**config.mk**
```make
export PLATFORM = sky130hd
export DESIGN_NAME = csi_core
export DESIGN_NICKNAME = d
export VERILOG_FILES = /design/src/csi_pkg.sv /design/src/csi_src_if.sv /design/src/csi_irq_src.sv /design/src/csi_core.sv
export VERILOG_INCLUDE_DIRS = /design/src
export SDC_FILE = /design/constraint.sdc
export NUM_CORES = 1
export LEC_CHECK = 0
export BUFFER_PORTS_ARGS = -buffer_cell sky130_fd_sc_hd__buf_2
export CORE_ASPECT_RATIO = 0.8
export CORE_MARGIN = 8
export CORE_UTILIZATION = 57
export DETAILED_ROUTE_END_ITERATION = 12
export PLACE_DENSITY_LB_ADDON = 0.3
export SETUP_SLACK_MARGIN = 0.02
export SYNTH_ARGS = -nofsm -noshare
export SYNTH_HDL_FRONTEND = slang
export SYNTH_HIERARCHICAL = 1
export SYNTH_SLANG_ARGS = --single-unit
```
**constraint.sdc**
```tcl
create_clock -name clk_sys -period 4.63 [get_ports clk_sys]
set_input_delay 0 -clock clk_sys [delete_from_list [all_inputs] [get_ports clk_sys]]
set_output_delay 0 -clock clk_sys [all_outputs]
set_load 0.005 [all_outputs]
```
**src/csi_map.svh**
```systemverilog
// offsets, field positions, reset values and counts of the stack and interrupt entry block
// assumes: included by its bare name from every file that needs the layout
`ifndef CSI_MAP_SVH
`define CSI_MAP_SVH

// ----------------------------------------------------------------
// i/o space offsets (6-bit i/o address)
// ----------------------------------------------------------------
`define CSI_A_SP_LO 6'h10
`define CSI_A_SP_HI 6'h11
`define CSI_A_FLAGS 6'h12
`define CSI_A_CTRL 6'h13
`define CSI_A_IEN 6'h14
`define CSI_A_IFLG 6'h15

// ----------------------------------------------------------------
// fields and reset values
// ----------------------------------------------------------------
`define CSI_GIE_BIT 7
`define CSI_Z_BIT 1
`define CSI_C_BIT 0
`define CSI_VECTOR_TABLE_RELOCATE_BIT 1
`define CSI_SP_RESET 16'h10ff
`define CSI_FLAGS_RESET 8'h00
`define CSI_CTRL_RESET 8'h00
`define CSI_IEN_RESET 4'h0

// ----------------------------------------------------------------
// interrupt sources and vectors
// ----------------------------------------------------------------
`define CSI_NSRC 4
`define CSI_LEVEL_MASK 4'h8
`define CSI_BOOT_START 16'h1c00
`define CSI_VEC_STRIDE 16'h0002

// ----------------------------------------------------------------
// cycle counts
// ----------------------------------------------------------------
`define CSI_ENTRY_CYC 4
`define CSI_EXIT_CYC 4

`endif

```
**src/csi_pkg.sv**
```systemverilog
// types shared by the stack and interrupt entry block
// assumes: nothing; used by scoped names only
package csi_pkg;

  typedef enum logic [3:0] {
    OP_NONE = 4'h0,
    OP_PUSH = 4'h1,
    OP_POP  = 4'h2,
    OP_CALL = 4'h3,
    OP_RET  = 4'h4,
    OP_HANDLER_EXIT_OP = 4'h5,
    OP_CLI  = 4'h6,
    OP_SEI  = 4'h7,
    OP_ALU  = 4'h8
  } csi_op_t;

  typedef enum logic [1:0] {
    ALU_ADD = 2'h0,
    ALU_SUB = 2'h1,
    ALU_AND = 2'h2,
    ALU_OR  = 2'h3
  } csi_alu_t;

  typedef enum logic [10:0] {
    S_IDLE  = 11'h001,
    S_PUSH  = 11'h002,
    S_POP   = 11'h004,
    S_WR_LO = 11'h008,
    S_WR_HI = 11'h010,
    S_VEC1  = 11'h020,
    S_VEC2  = 11'h040,
    S_RD_HI = 11'h080,
    S_RD_LO = 11'h100,
    S_FIN1  = 11'h200,
    S_FIN2  = 11'h400
  } csi_state_t;

endpackage

```
**src/csi_src_if.sv**
```systemverilog
// link between the core and one interrupt source slot
// assumes: one instance per source, driven on clk_sys
`timescale 1ns/1ps
interface csi_src_if;
  logic cond;
  logic en;
  logic clr;
  logic ack;
  logic flag;
  logic req;
  modport core (output cond, output en, output clr, output ack, input flag, input req);
  modport src (input cond, input en, input clr, input ack, output flag, output req);
endinterface

```
**src/csi_irq_src.sv**
```systemverilog
// one interrupt source slot: sticky flag or level request, gated by its enable
// assumes: cond comes from logic on clk_sys; LEVEL picks the source type
`timescale 1ns/1ps
module csi_irq_src #(
  parameter bit LEVEL = 1'b0
) (
  input wire logic clk_sys,
  input wire logic rst_n,
  csi_src_if.src bus
);

  logic flag_reg;

  // ----------------------------------------------------------------
  // flag storage
  // ----------------------------------------------------------------
  // a new event wins over a clear in the same cycle
  always_ff @(posedge clk_sys or negedge rst_n) begin
    if (!rst_n) begin
      flag_reg <= 1'b0;
    end else if (LEVEL) begin
      flag_reg <= 1'b0;
    end else if (bus.cond) begin
      flag_reg <= 1'b1;
    end else if (bus.clr || bus.ack) begin
      flag_reg <= 1'b0;
    end
  end

  assign bus.flag = LEVEL ? bus.cond : flag_reg;
  assign bus.req = (LEVEL ? bus.cond : flag_reg) && bus.en;
endmodule

```
**src/csi_core.sv**
```systemverilog
// stack pointer, interrupt gating and entry/exit sequencing of an 8-bit core
// assumes: a sequencer on clk_sys issues ops and retire pulses; stack ram answers
// stk_rdata one cycle after stk_re; irq_cond from logic on clk_sys
//
// How it works
// - byte store writes then lowers pointer by one; byte load raises by one
// - calls and interrupt entry save return address, pointer lowered by two
// - subroutine and handler exit fetch return address, pointer raised by two
// - pointer starts at the last internal data sram address
// - pointer is two 8-bit read/write i/o registers, high and low
// - core runs straight from the chip clock, never divided
// - two-operand alu result is written back in the same cycle
// - a source is taken only with its enable and global enable set
// - lock bits suppress interrupts depending on program counter section
// - lower vector wins; reset first, comparator0 next
// - relocate bit moves vectors to boot start; fuse moves reset vector
// - accepting an interrupt clears global enable
// - handler exit sets global enable
// - vectoring clears the served sticky source flag; a level source flag follows its condition
// - writing one clears a sticky flag, zero leaves it; level flags ignore the write
// - flag events while disabled are held until served or cleared
// - level sources request only while their condition lasts
// - after handler exit one main instruction runs before another entry
// - flags register is never saved or restored by hardware
// - mask op takes effect at once, even against a same-cycle request
// - after unmask op the next instruction runs before any entry
// - entry takes four cycles pushing pc; waits for instruction end
// - handler exit takes four cycles, pops pc, raises pointer two, sets enable
`timescale 1ns/1ps
`include "csi_map.svh"
module csi_core (
  input wire logic clk_sys,
  input wire logic rst_n,
  input wire logic op_valid,
  input wire csi_pkg::csi_op_t op_code,
  input wire logic [7:0] op_data,
  input wire logic [15:0] ret_pc,
  input wire csi_pkg::csi_alu_t alu_sel,
  input wire logic [7:0] alu_a,
  input wire logic [7:0] alu_b,
  input wire logic insn_retire,
  input wire logic [15:0] pc_now,
  output logic busy,
  output logic irq_take,
  output logic vector_valid,
  output logic [15:0] irq_vector,
  output logic ret_valid,
  output logic [15:0] ret_pc_out,
  output logic [15:0] reset_vector,
  output logic [7:0] alu_result,
  output logic [15:0] stk_addr,
  output logic stk_we,
  output logic stk_re,
  output logic [7:0] stk_wdata,
  input wire logic [7:0] stk_rdata,
  input wire logic [5:0] io_addr,
  input wire logic io_wr,
  input wire logic io_rd,
  input wire logic [7:0] io_wdata,
  output logic [7:0] io_rdata,
  input wire logic [3:0] irq_cond,
  input wire logic reset_vector_relocate_fuse,
  input wire logic application_lock_bit,
  input wire logic boot_section_lock_bit
);

  localparam logic [3:0] LVL = `CSI_LEVEL_MASK;

  csi_pkg::csi_state_t st_reg;
  logic [15:0] stack_pointer_reg;
  logic [7:0] cpu_flags_register_reg;
  logic [7:0] core_control_register_reg;
  logic [3:0] ien_reg;
  logic [15:0] save_pc_reg;
  logic [7:0] wdata_reg;
  logic [15:0] irq_vector_reg;
  logic [15:0] ret_pc_reg;
  logic [15:0] reset_vector_reg;
  logic [7:0] alu_result_reg;
  logic [7:0] io_rdata_reg;
  logic entry_reg;
  logic handler_exit_op_reg;
  logic defer_reg;
  logic [2:0] pin_s1_reg;
  logic [2:0] pin_s2_reg;
  logic [3:0] req_vec;
  logic [3:0] flag_vec;
  logic [3:0] ack_vec;
  logic [3:0] flag_clr;
  logic [1:0] win_idx;
  logic acc;
  logic gie;
  logic vector_table_relocate;
  logic lock_block;
  logic in_boot;
  logic [8:0] alu_sum;

  // ----------------------------------------------------------------
  // pins and interrupt sources
  // ----------------------------------------------------------------
  always_ff @(posedge clk_sys or negedge rst_n) begin
    if (!rst_n) begin
      pin_s1_reg <= 3'h0;
      pin_s2_reg <= 3'h0;
    end else begin
      pin_s1_reg <= {boot_section_lock_bit, application_lock_bit, reset_vector_relocate_fuse};
      pin_s2_reg <= pin_s1_reg;
    end
  end

  assign flag_clr = (io_wr && io_addr == `CSI_A_IFLG) ? io_wdata[3:0] : 4'h0;

  for (genvar g = 0; g < `CSI_NSRC; g++) begin : g_src
    csi_src_if sif();
    assign sif.cond = irq_cond[g];
    assign sif.en = ien_reg[g];
    assign sif.clr = flag_clr[g];
    assign sif.ack = ack_vec[g];
    assign req_vec[g] = sif.req;
    assign flag_vec[g] = sif.flag;
    csi_irq_src #(.LEVEL(LVL[g])) u_src (
      .clk_sys(clk_sys),
      .rst_n(rst_n),
      .bus(sif.src)
    );
  end

  // ----------------------------------------------------------------
  // priority and gating
  // ----------------------------------------------------------------
  always_comb begin
    win_idx = 2'h0;
    for (int i = `CSI_NSRC - 1; i >= 0; i--) begin
      if (req_vec[i]) begin
        win_idx = 2'(i);
      end
    end
  end

  assign gie = cpu_flags_register_reg[`CSI_GIE_BIT];
  assign vector_table_relocate = core_control_register_reg[`CSI_VECTOR_TABLE_RELOCATE_BIT];
  assign in_boot = (pc_now >= `CSI_BOOT_START);
  assign lock_block = (pin_s2_reg[1] && !vector_table_relocate && in_boot)
    || (pin_s2_reg[2] && vector_table_relocate && !in_boot);

  // entry only at an instruction end, never in the mask op's cycle
  assign irq_take = (st_reg == csi_pkg::S_IDLE) && insn_retire && gie && (|req_vec)
    && !defer_reg && !lock_block
    && !(op_valid && op_code == csi_pkg::OP_CLI);
  assign ack_vec = irq_take ? (4'h1 << win_idx) : 4'h0;
  assign acc = (st_reg == csi_pkg::S_IDLE) && op_valid && !irq_take;
  assign busy = (st_reg != csi_pkg::S_IDLE);

  // ----------------------------------------------------------------
  // sequencer
  // ----------------------------------------------------------------
  // clk_sys is the core clock itself, no divider in front of it
  always_ff @(posedge clk_sys or negedge rst_n) begin
    if (!rst_n) begin
      st_reg <= csi_pkg::S_IDLE;
    end else begin
      case (st_reg)
        csi_pkg::S_IDLE: begin
          if (irq_take) begin
            st_reg <= csi_pkg::S_WR_LO;
          end else if (acc) begin
            case (op_code)
              csi_pkg::OP_PUSH: st_reg <= csi_pkg::S_PUSH;
              csi_pkg::OP_POP: st_reg <= csi_pkg::S_POP;
              csi_pkg::OP_CALL: st_reg <= csi_pkg::S_WR_LO;
              csi_pkg::OP_RET, csi_pkg::OP_HANDLER_EXIT_OP: st_reg <= csi_pkg::S_RD_HI;
              default: st_reg <= csi_pkg::S_IDLE;
            endcase
          end
        end
        csi_pkg::S_WR_LO: st_reg <= csi_pkg::S_WR_HI;
        csi_pkg::S_WR_HI: st_reg <= entry_reg ? csi_pkg::S_VEC1 : csi_pkg::S_IDLE;
        csi_pkg::S_VEC1: st_reg <= csi_pkg::S_VEC2;
        csi_pkg::S_RD_HI: st_reg <= csi_pkg::S_RD_LO;
        csi_pkg::S_RD_LO: st_reg <= csi_pkg::S_FIN1;
        csi_pkg::S_FIN1: st_reg <= csi_pkg::S_FIN2;
        default: st_reg <= csi_pkg::S_IDLE;
      endcase
    end
  end

  always_ff @(posedge clk_sys or negedge rst_n) begin
    if (!rst_n) begin
      entry_reg <= 1'b0;
      handler_exit_op_reg <= 1'b0;
    end else if (irq_take) begin
      entry_reg <= 1'b1;
    end else if (acc) begin
      entry_reg <= 1'b0;
      handler_exit_op_reg <= (op_code == csi_pkg::OP_HANDLER_EXIT_OP);
    end
  end

  // ----------------------------------------------------------------
  // stack pointer
  // ----------------------------------------------------------------
  always_ff @(posedge clk_sys or negedge rst_n) begin
    if (!rst_n) begin
      stack_pointer_reg <= `CSI_SP_RESET;
    end else if (acc && (op_code == csi_pkg::OP_POP || op_code == csi_pkg::OP_RET
        || op_code == csi_pkg::OP_HANDLER_EXIT_OP)) begin
      stack_pointer_reg <= stack_pointer_reg + 16'h0001;
    end else if (st_reg == csi_pkg::S_RD_HI) begin
      stack_pointer_reg <= stack_pointer_reg + 16'h0001;
    end else if (stk_we) begin
      stack_pointer_reg <= stack_pointer_reg - 16'h0001;
    end else if (io_wr && io_addr == `CSI_A_SP_LO) begin
      stack_pointer_reg[7:0] <= io_wdata;
    end else if (io_wr && io_addr == `CSI_A_SP_HI) begin
      stack_pointer_reg[15:8] <= io_wdata;
    end
  end

  // only the return address goes to the stack, flags stay with software
  always_ff @(posedge clk_sys or negedge rst_n) begin
    if (!rst_n) begin
      save_pc_reg <= 16'h0000;
      wdata_reg <= 8'h00;
    end else if (irq_take || (acc && op_code == csi_pkg::OP_CALL)) begin
      save_pc_reg <= ret_pc;
      wdata_reg <= ret_pc[7:0];
    end else if (acc && op_code == csi_pkg::OP_PUSH) begin
      wdata_reg <= op_data;
    end else if (st_reg == csi_pkg::S_WR_LO) begin
      wdata_reg <= save_pc_reg[15:8];
    end
  end

  assign stk_addr = stack_pointer_reg;
  assign stk_wdata = wdata_reg;
  assign stk_we = (st_reg == csi_pkg::S_PUSH) || (st_reg == csi_pkg::S_WR_LO)
    || (st_reg == csi_pkg::S_WR_HI);
  assign stk_re = (st_reg == csi_pkg::S_POP) || (st_reg == csi_pkg::S_RD_HI)
    || (st_reg == csi_pkg::S_RD_LO);

  // ----------------------------------------------------------------
  // vectors and return address
  // ----------------------------------------------------------------
  always_ff @(posedge clk_sys or negedge rst_n) begin
    if (!rst_n) begin
      irq_vector_reg <= 16'h0000;
      ret_pc_reg <= 16'h0000;
      reset_vector_reg <= 16'h0000;
    end else begin
      reset_vector_reg <= pin_s2_reg[0] ? `CSI_BOOT_START : 16'h0000;
      if (irq_take) begin
        irq_vector_reg <= (vector_table_relocate ? `CSI_BOOT_START : 16'h0000)
          + 16'((16'(win_idx) + 16'h0001) * `CSI_VEC_STRIDE);
      end
      if (st_reg == csi_pkg::S_RD_LO) begin
        ret_pc_reg[15:8] <= stk_rdata;
      end
      if (st_reg == csi_pkg::S_FIN1) begin
        ret_pc_reg[7:0] <= stk_rdata;
      end
    end
  end

  assign irq_vector = irq_vector_reg;
  assign ret_pc_out = ret_pc_reg;
  assign reset_vector = reset_vector_reg;
  assign vector_valid = (st_reg == csi_pkg::S_VEC2);
  assign ret_valid = (st_reg == csi_pkg::S_FIN2);

  // ----------------------------------------------------------------
  // flags, control and alu
  // ----------------------------------------------------------------
  always_comb begin
    case (alu_sel)
      csi_pkg::ALU_ADD: alu_sum = {1'b0, alu_a} + {1'b0, alu_b};
      csi_pkg::ALU_SUB: alu_sum = {1'b0, alu_a} - {1'b0, alu_b};
      csi_pkg::ALU_AND: alu_sum = {1'b0, alu_a & alu_b};
      default: alu_sum = {1'b0, alu_a | alu_b};
    endcase
  end

  always_ff @(posedge clk_sys or negedge rst_n) begin
    if (!rst_n) begin
      alu_result_reg <= 8'h00;
    end else if (acc && op_code == csi_pkg::OP_ALU) begin
      alu_result_reg <= alu_sum[7:0];
    end
  end
  assign alu_result = alu_result_reg;

  // later assignments win: entry and mask beat set requests
  always_ff @(posedge clk_sys or negedge rst_n) begin
    if (!rst_n) begin
      cpu_flags_register_reg <= `CSI_FLAGS_RESET;
    end else begin
      if (io_wr && io_addr == `CSI_A_FLAGS) begin
        cpu_flags_register_reg <= io_wdata;
      end
      if (acc && op_code == csi_pkg::OP_ALU) begin
        cpu_flags_register_reg[`CSI_C_BIT] <= alu_sum[8];
        cpu_flags_register_reg[`CSI_Z_BIT] <= (alu_sum[7:0] == 8'h00);
      end
      if ((ret_valid && handler_exit_op_reg) || (acc && op_code == csi_pkg::OP_SEI)) begin
        cpu_flags_register_reg[`CSI_GIE_BIT] <= 1'b1;
      end
      if ((acc && op_code == csi_pkg::OP_CLI) || irq_take) begin
        cpu_flags_register_reg[`CSI_GIE_BIT] <= 1'b0;
      end
    end
  end

  // one more retired instruction is owed after exit or unmask
  always_ff @(posedge clk_sys or negedge rst_n) begin
    if (!rst_n) begin
      defer_reg <= 1'b0;
    end else if ((ret_valid && handler_exit_op_reg) || (acc && op_code == csi_pkg::OP_SEI)) begin
      defer_reg <= 1'b1;
    end else if (insn_retire) begin
      defer_reg <= 1'b0;
    end
  end

  always_ff @(posedge clk_sys or negedge rst_n) begin
    if (!rst_n) begin
      core_control_register_reg <= `CSI_CTRL_RESET;
      ien_reg <= `CSI_IEN_RESET;
    end else if (io_wr && io_addr == `CSI_A_CTRL) begin
      core_control_register_reg <= io_wdata;
    end else if (io_wr && io_addr == `CSI_A_IEN) begin
      ien_reg <= io_wdata[3:0];
    end
  end

  always_ff @(posedge clk_sys or negedge rst_n) begin
    if (!rst_n) begin
      io_rdata_reg <= 8'h00;
    end else if (io_rd) begin
      if (io_addr == `CSI_A_SP_LO) begin
        io_rdata_reg <= stack_pointer_reg[7:0];
      end else if (io_addr == `CSI_A_SP_HI) begin
        io_rdata_reg <= stack_pointer_reg[15:8];
      end else if (io_addr == `CSI_A_FLAGS) begin
        io_rdata_reg <= cpu_flags_register_reg;
      end else if (io_addr == `CSI_A_CTRL) begin
        io_rdata_reg <= core_control_register_reg;
      end else if (io_addr == `CSI_A_IEN) begin
        io_rdata_reg <= {4'h0, ien_reg};
      end else if (io_addr == `CSI_A_IFLG) begin
        io_rdata_reg <= {4'h0, flag_vec};
      end else begin
        io_rdata_reg <= 8'h00;
      end
    end
  end
  assign io_rdata = io_rdata_reg;
endmodule

```
==> flow_summary.json <==
{
  "status": "finished, final reports clean",
  "die_x_um": 138,
  "rsz0062_at_grt": "no",
  "worst_pin_slew_ns": 0.921,
  "crit_path_cell_trace": "or4_4 -> nor2_2 -> and3_1 -> inv_2 -> o21bai_1 -> and2_1 -> a21oi_1 -> dlygate4sd3_1",
  "cts_tree": "built",
  "min_from": "io_wdata[0]",
  "crit_family": "simple AND/OR/NAND/NOR gates",
  "numPortBuffers": 157,
  "grt.total_usage": 0.240,
  "final-seq-area_um2": 2820,
  "rows": 35,
  "cp.required_ns": 4.87,
  "yosysWarnings": 6,
  "rrSetupSlack_ns": 1.07,
  "setup_tns_ns": 0,
  "hold_depth": 2,
  "grt_pass1_wl_mm": 31.3,
  "reg2reg_to": "stk_wdata[3]$_DFFE_PN0P_",
  "multi_input_area_um2": 3610,
  "grt_pass1_vias": 6175,
  "critPathKind": "reg -> reg",
  "drv_cap": 0,
  "synth.avg_cell_area_um2": 8.91,
  "drcViolationCount": 0,
  "crit_slowest_cell": "o21bai_1",
  "p_sw_frac": 0.356,
  "clk_latency_ns": 0.35,
  "post-route-util": 0.724,
  "p_seq_frac": 0.432,
  "core_area_um2": 11600,
  "initial_core_util": 0.588,
  "slew_headroom": 0.386,
  "nets": 1061,
  "mostFrequentLayoutCells": "buf_2, nand2_1, dfrtp_1",
  "endpoint_kind": "register",
  "ir_worst_vdd_mv": 0.331,
  "p_comb_frac": 0.327,
  "p_clk_frac": 0.241,
  "layout_commonest_cell": "buf_2",
  "layout-drive-gt1-share": 0.241,
  "routed_via_density": 5.69,
  "hold_class": "in -> reg",
  "crit_arrival_ns": 3.80,
  "grt_max_degree": 69,
  "antenna_found_initial": 0,
  "die_h_um": 114,
  "routedWlPerCell_um": 17.4,
  "fill_cells": 882,
  "clk_pin_slew_worst_paths_ns": 0.08,
  "vias": 6263,
  "finalHoldViolations": 0,
  "dr.pass1.iters": 5,
  "r2r-start": "st_reg[6]$_DFFE_PN0P_",
  "cp_slowest_stage_delay_ns": 0.67,
  "hpwl_mm": 13.4,
  "clock_skew_ns": 0.0124,
  "clk_path_buf_depth": 2,
  "path_buf_inv": 2,
  "post_cts_buffers": 0,
  "cellPowerDensity_nw_per_um2": 427,
  "fin_crit_sh": 0.769,
  "cp_max_fo": 9,
  "fin_crit_ns": 3.56,
  "start_kind": "register",
  "postRouteAntennaNets": 0,
  "p_leak_nw": 3.96,
  "min_to": "core_control_register_reg[0]$_DFFE_PN0P_",
  "cts_sinks": 112,
  "setup_violations": 0,
  "drv_slew": 0,
  "r2r_cells": 8,
  "fmax_mhz": 281,
  "syn_area_um2": 6800,
  "cts_buffers": 9,
  "die-area_um2": 15700,
  "holdWs_ns": 0.0219,
  "synthCells": 763,
  "drt_iter0_markers": 518,
  "netSwitchingPower_mw": 1.27,
  "routed_wl_mm": 19.2,
  "htree_levels": 3,
  "io_pins": 191,
  "grt-ovfl-total": 0,
  "synthToLayoutAreaGrowth_pct": 23.0,
  "cts-root-buf": "clkbuf_16",
  "cellInternalPower_mw": 2.30,
  "place_congestion": 0.863
}
==> layout make-up <==
class / instances / area share
repair buffers: 213 / 0.159
clock inverters: 7 / 0.0121
inverters: 26 / 0.0117
multi-input cells: 584 / 0.431
clock buffers: 9 / 0.0269
well taps: 148 / 0.0221
flip-flops and latches: 112 / 0.336
diodes: 1 / 0.000299
==> power groups by stage <==
stage,Combinational [mW],Clock (mW),Sequential (mW)
floorplan,0.736,0,1.44
global placement,1.04,0,1.53
detailed placement,1.07,0,1.54
CTS,1.16,0.870,1.53
global route,1.31,0.917,1.58
finish,1.17,0.862,1.54
==> timing repair <==
item,CTS,global route
hold endpoints to repair,115,0
gates resized for setup,0,0
hold buffers,50,0
==> through the flow <==
stage                     instances  power [mW]  instance area, um^2  setup slack, ns
after floorplan                 785        2.18                 6880             2.00
after global placement         1033        2.57                 7540             1.40
after detailed placement       1033        2.61                 7540             1.38
after CTS                      1099        3.56                 8370             1.11
after global routing           1099        3.80                 8370            0.865
final                          1100        3.57                 8370             1.07
==> worst max-delay path by stage <==
stage | start | to | slack [ns] | cells past startpoint
2_1_floorplan | st_reg[7]$_DFFE_PN0P_ | stk_addr[11]$_DFFE_PN0P_ | 2.00 | 11
3_3_place_gp | st_reg[7]$_DFFE_PN0P_ | stk_addr[13]$_DFFE_PN0P_ | 1.40 | 7
3_5_place_dp | st_reg[7]$_DFFE_PN0P_ | stk_addr[13]$_DFFE_PN0P_ | 1.38 | 7
4_1_cts | st_reg[7]$_DFFE_PN0P_ | stk_wdata[4]$_DFFE_PN0P_ | 1.11 | 8
5_1_grt | st_reg[7]$_DFFE_PN0P_ | stk_wdata[0]$_DFFE_PN0P_ | 0.86 | 8
6_report | st_reg[6]$_DFFE_PN0P_ | stk_wdata[3]$_DFFE_PN0P_ | 1.07 | 8
==> per-layer routing <==
metal / GRT usage / up-vias / routed length [um]
met2: 0.379 / 246 / 9040
met5: 0 / - / 0
met3: 0.0706 / 33 / 1500
met1: 0.312 / 2973 / 8240
met4: 0.0751 / 0 / 365
li1: - / 3011 / -
==> worst reg2reg max path: cells and delay by family, from the launching register on <==
family | cells | cell delay, ns
buffers and inverters | 2 | 0.70
AO/OA/AOI/OAI | 2 | 0.79
flip-flops | 1 | 0.46
AND/OR/NAND/NOR | 4 | 1.49
Power figures use the tool's default switching activity.
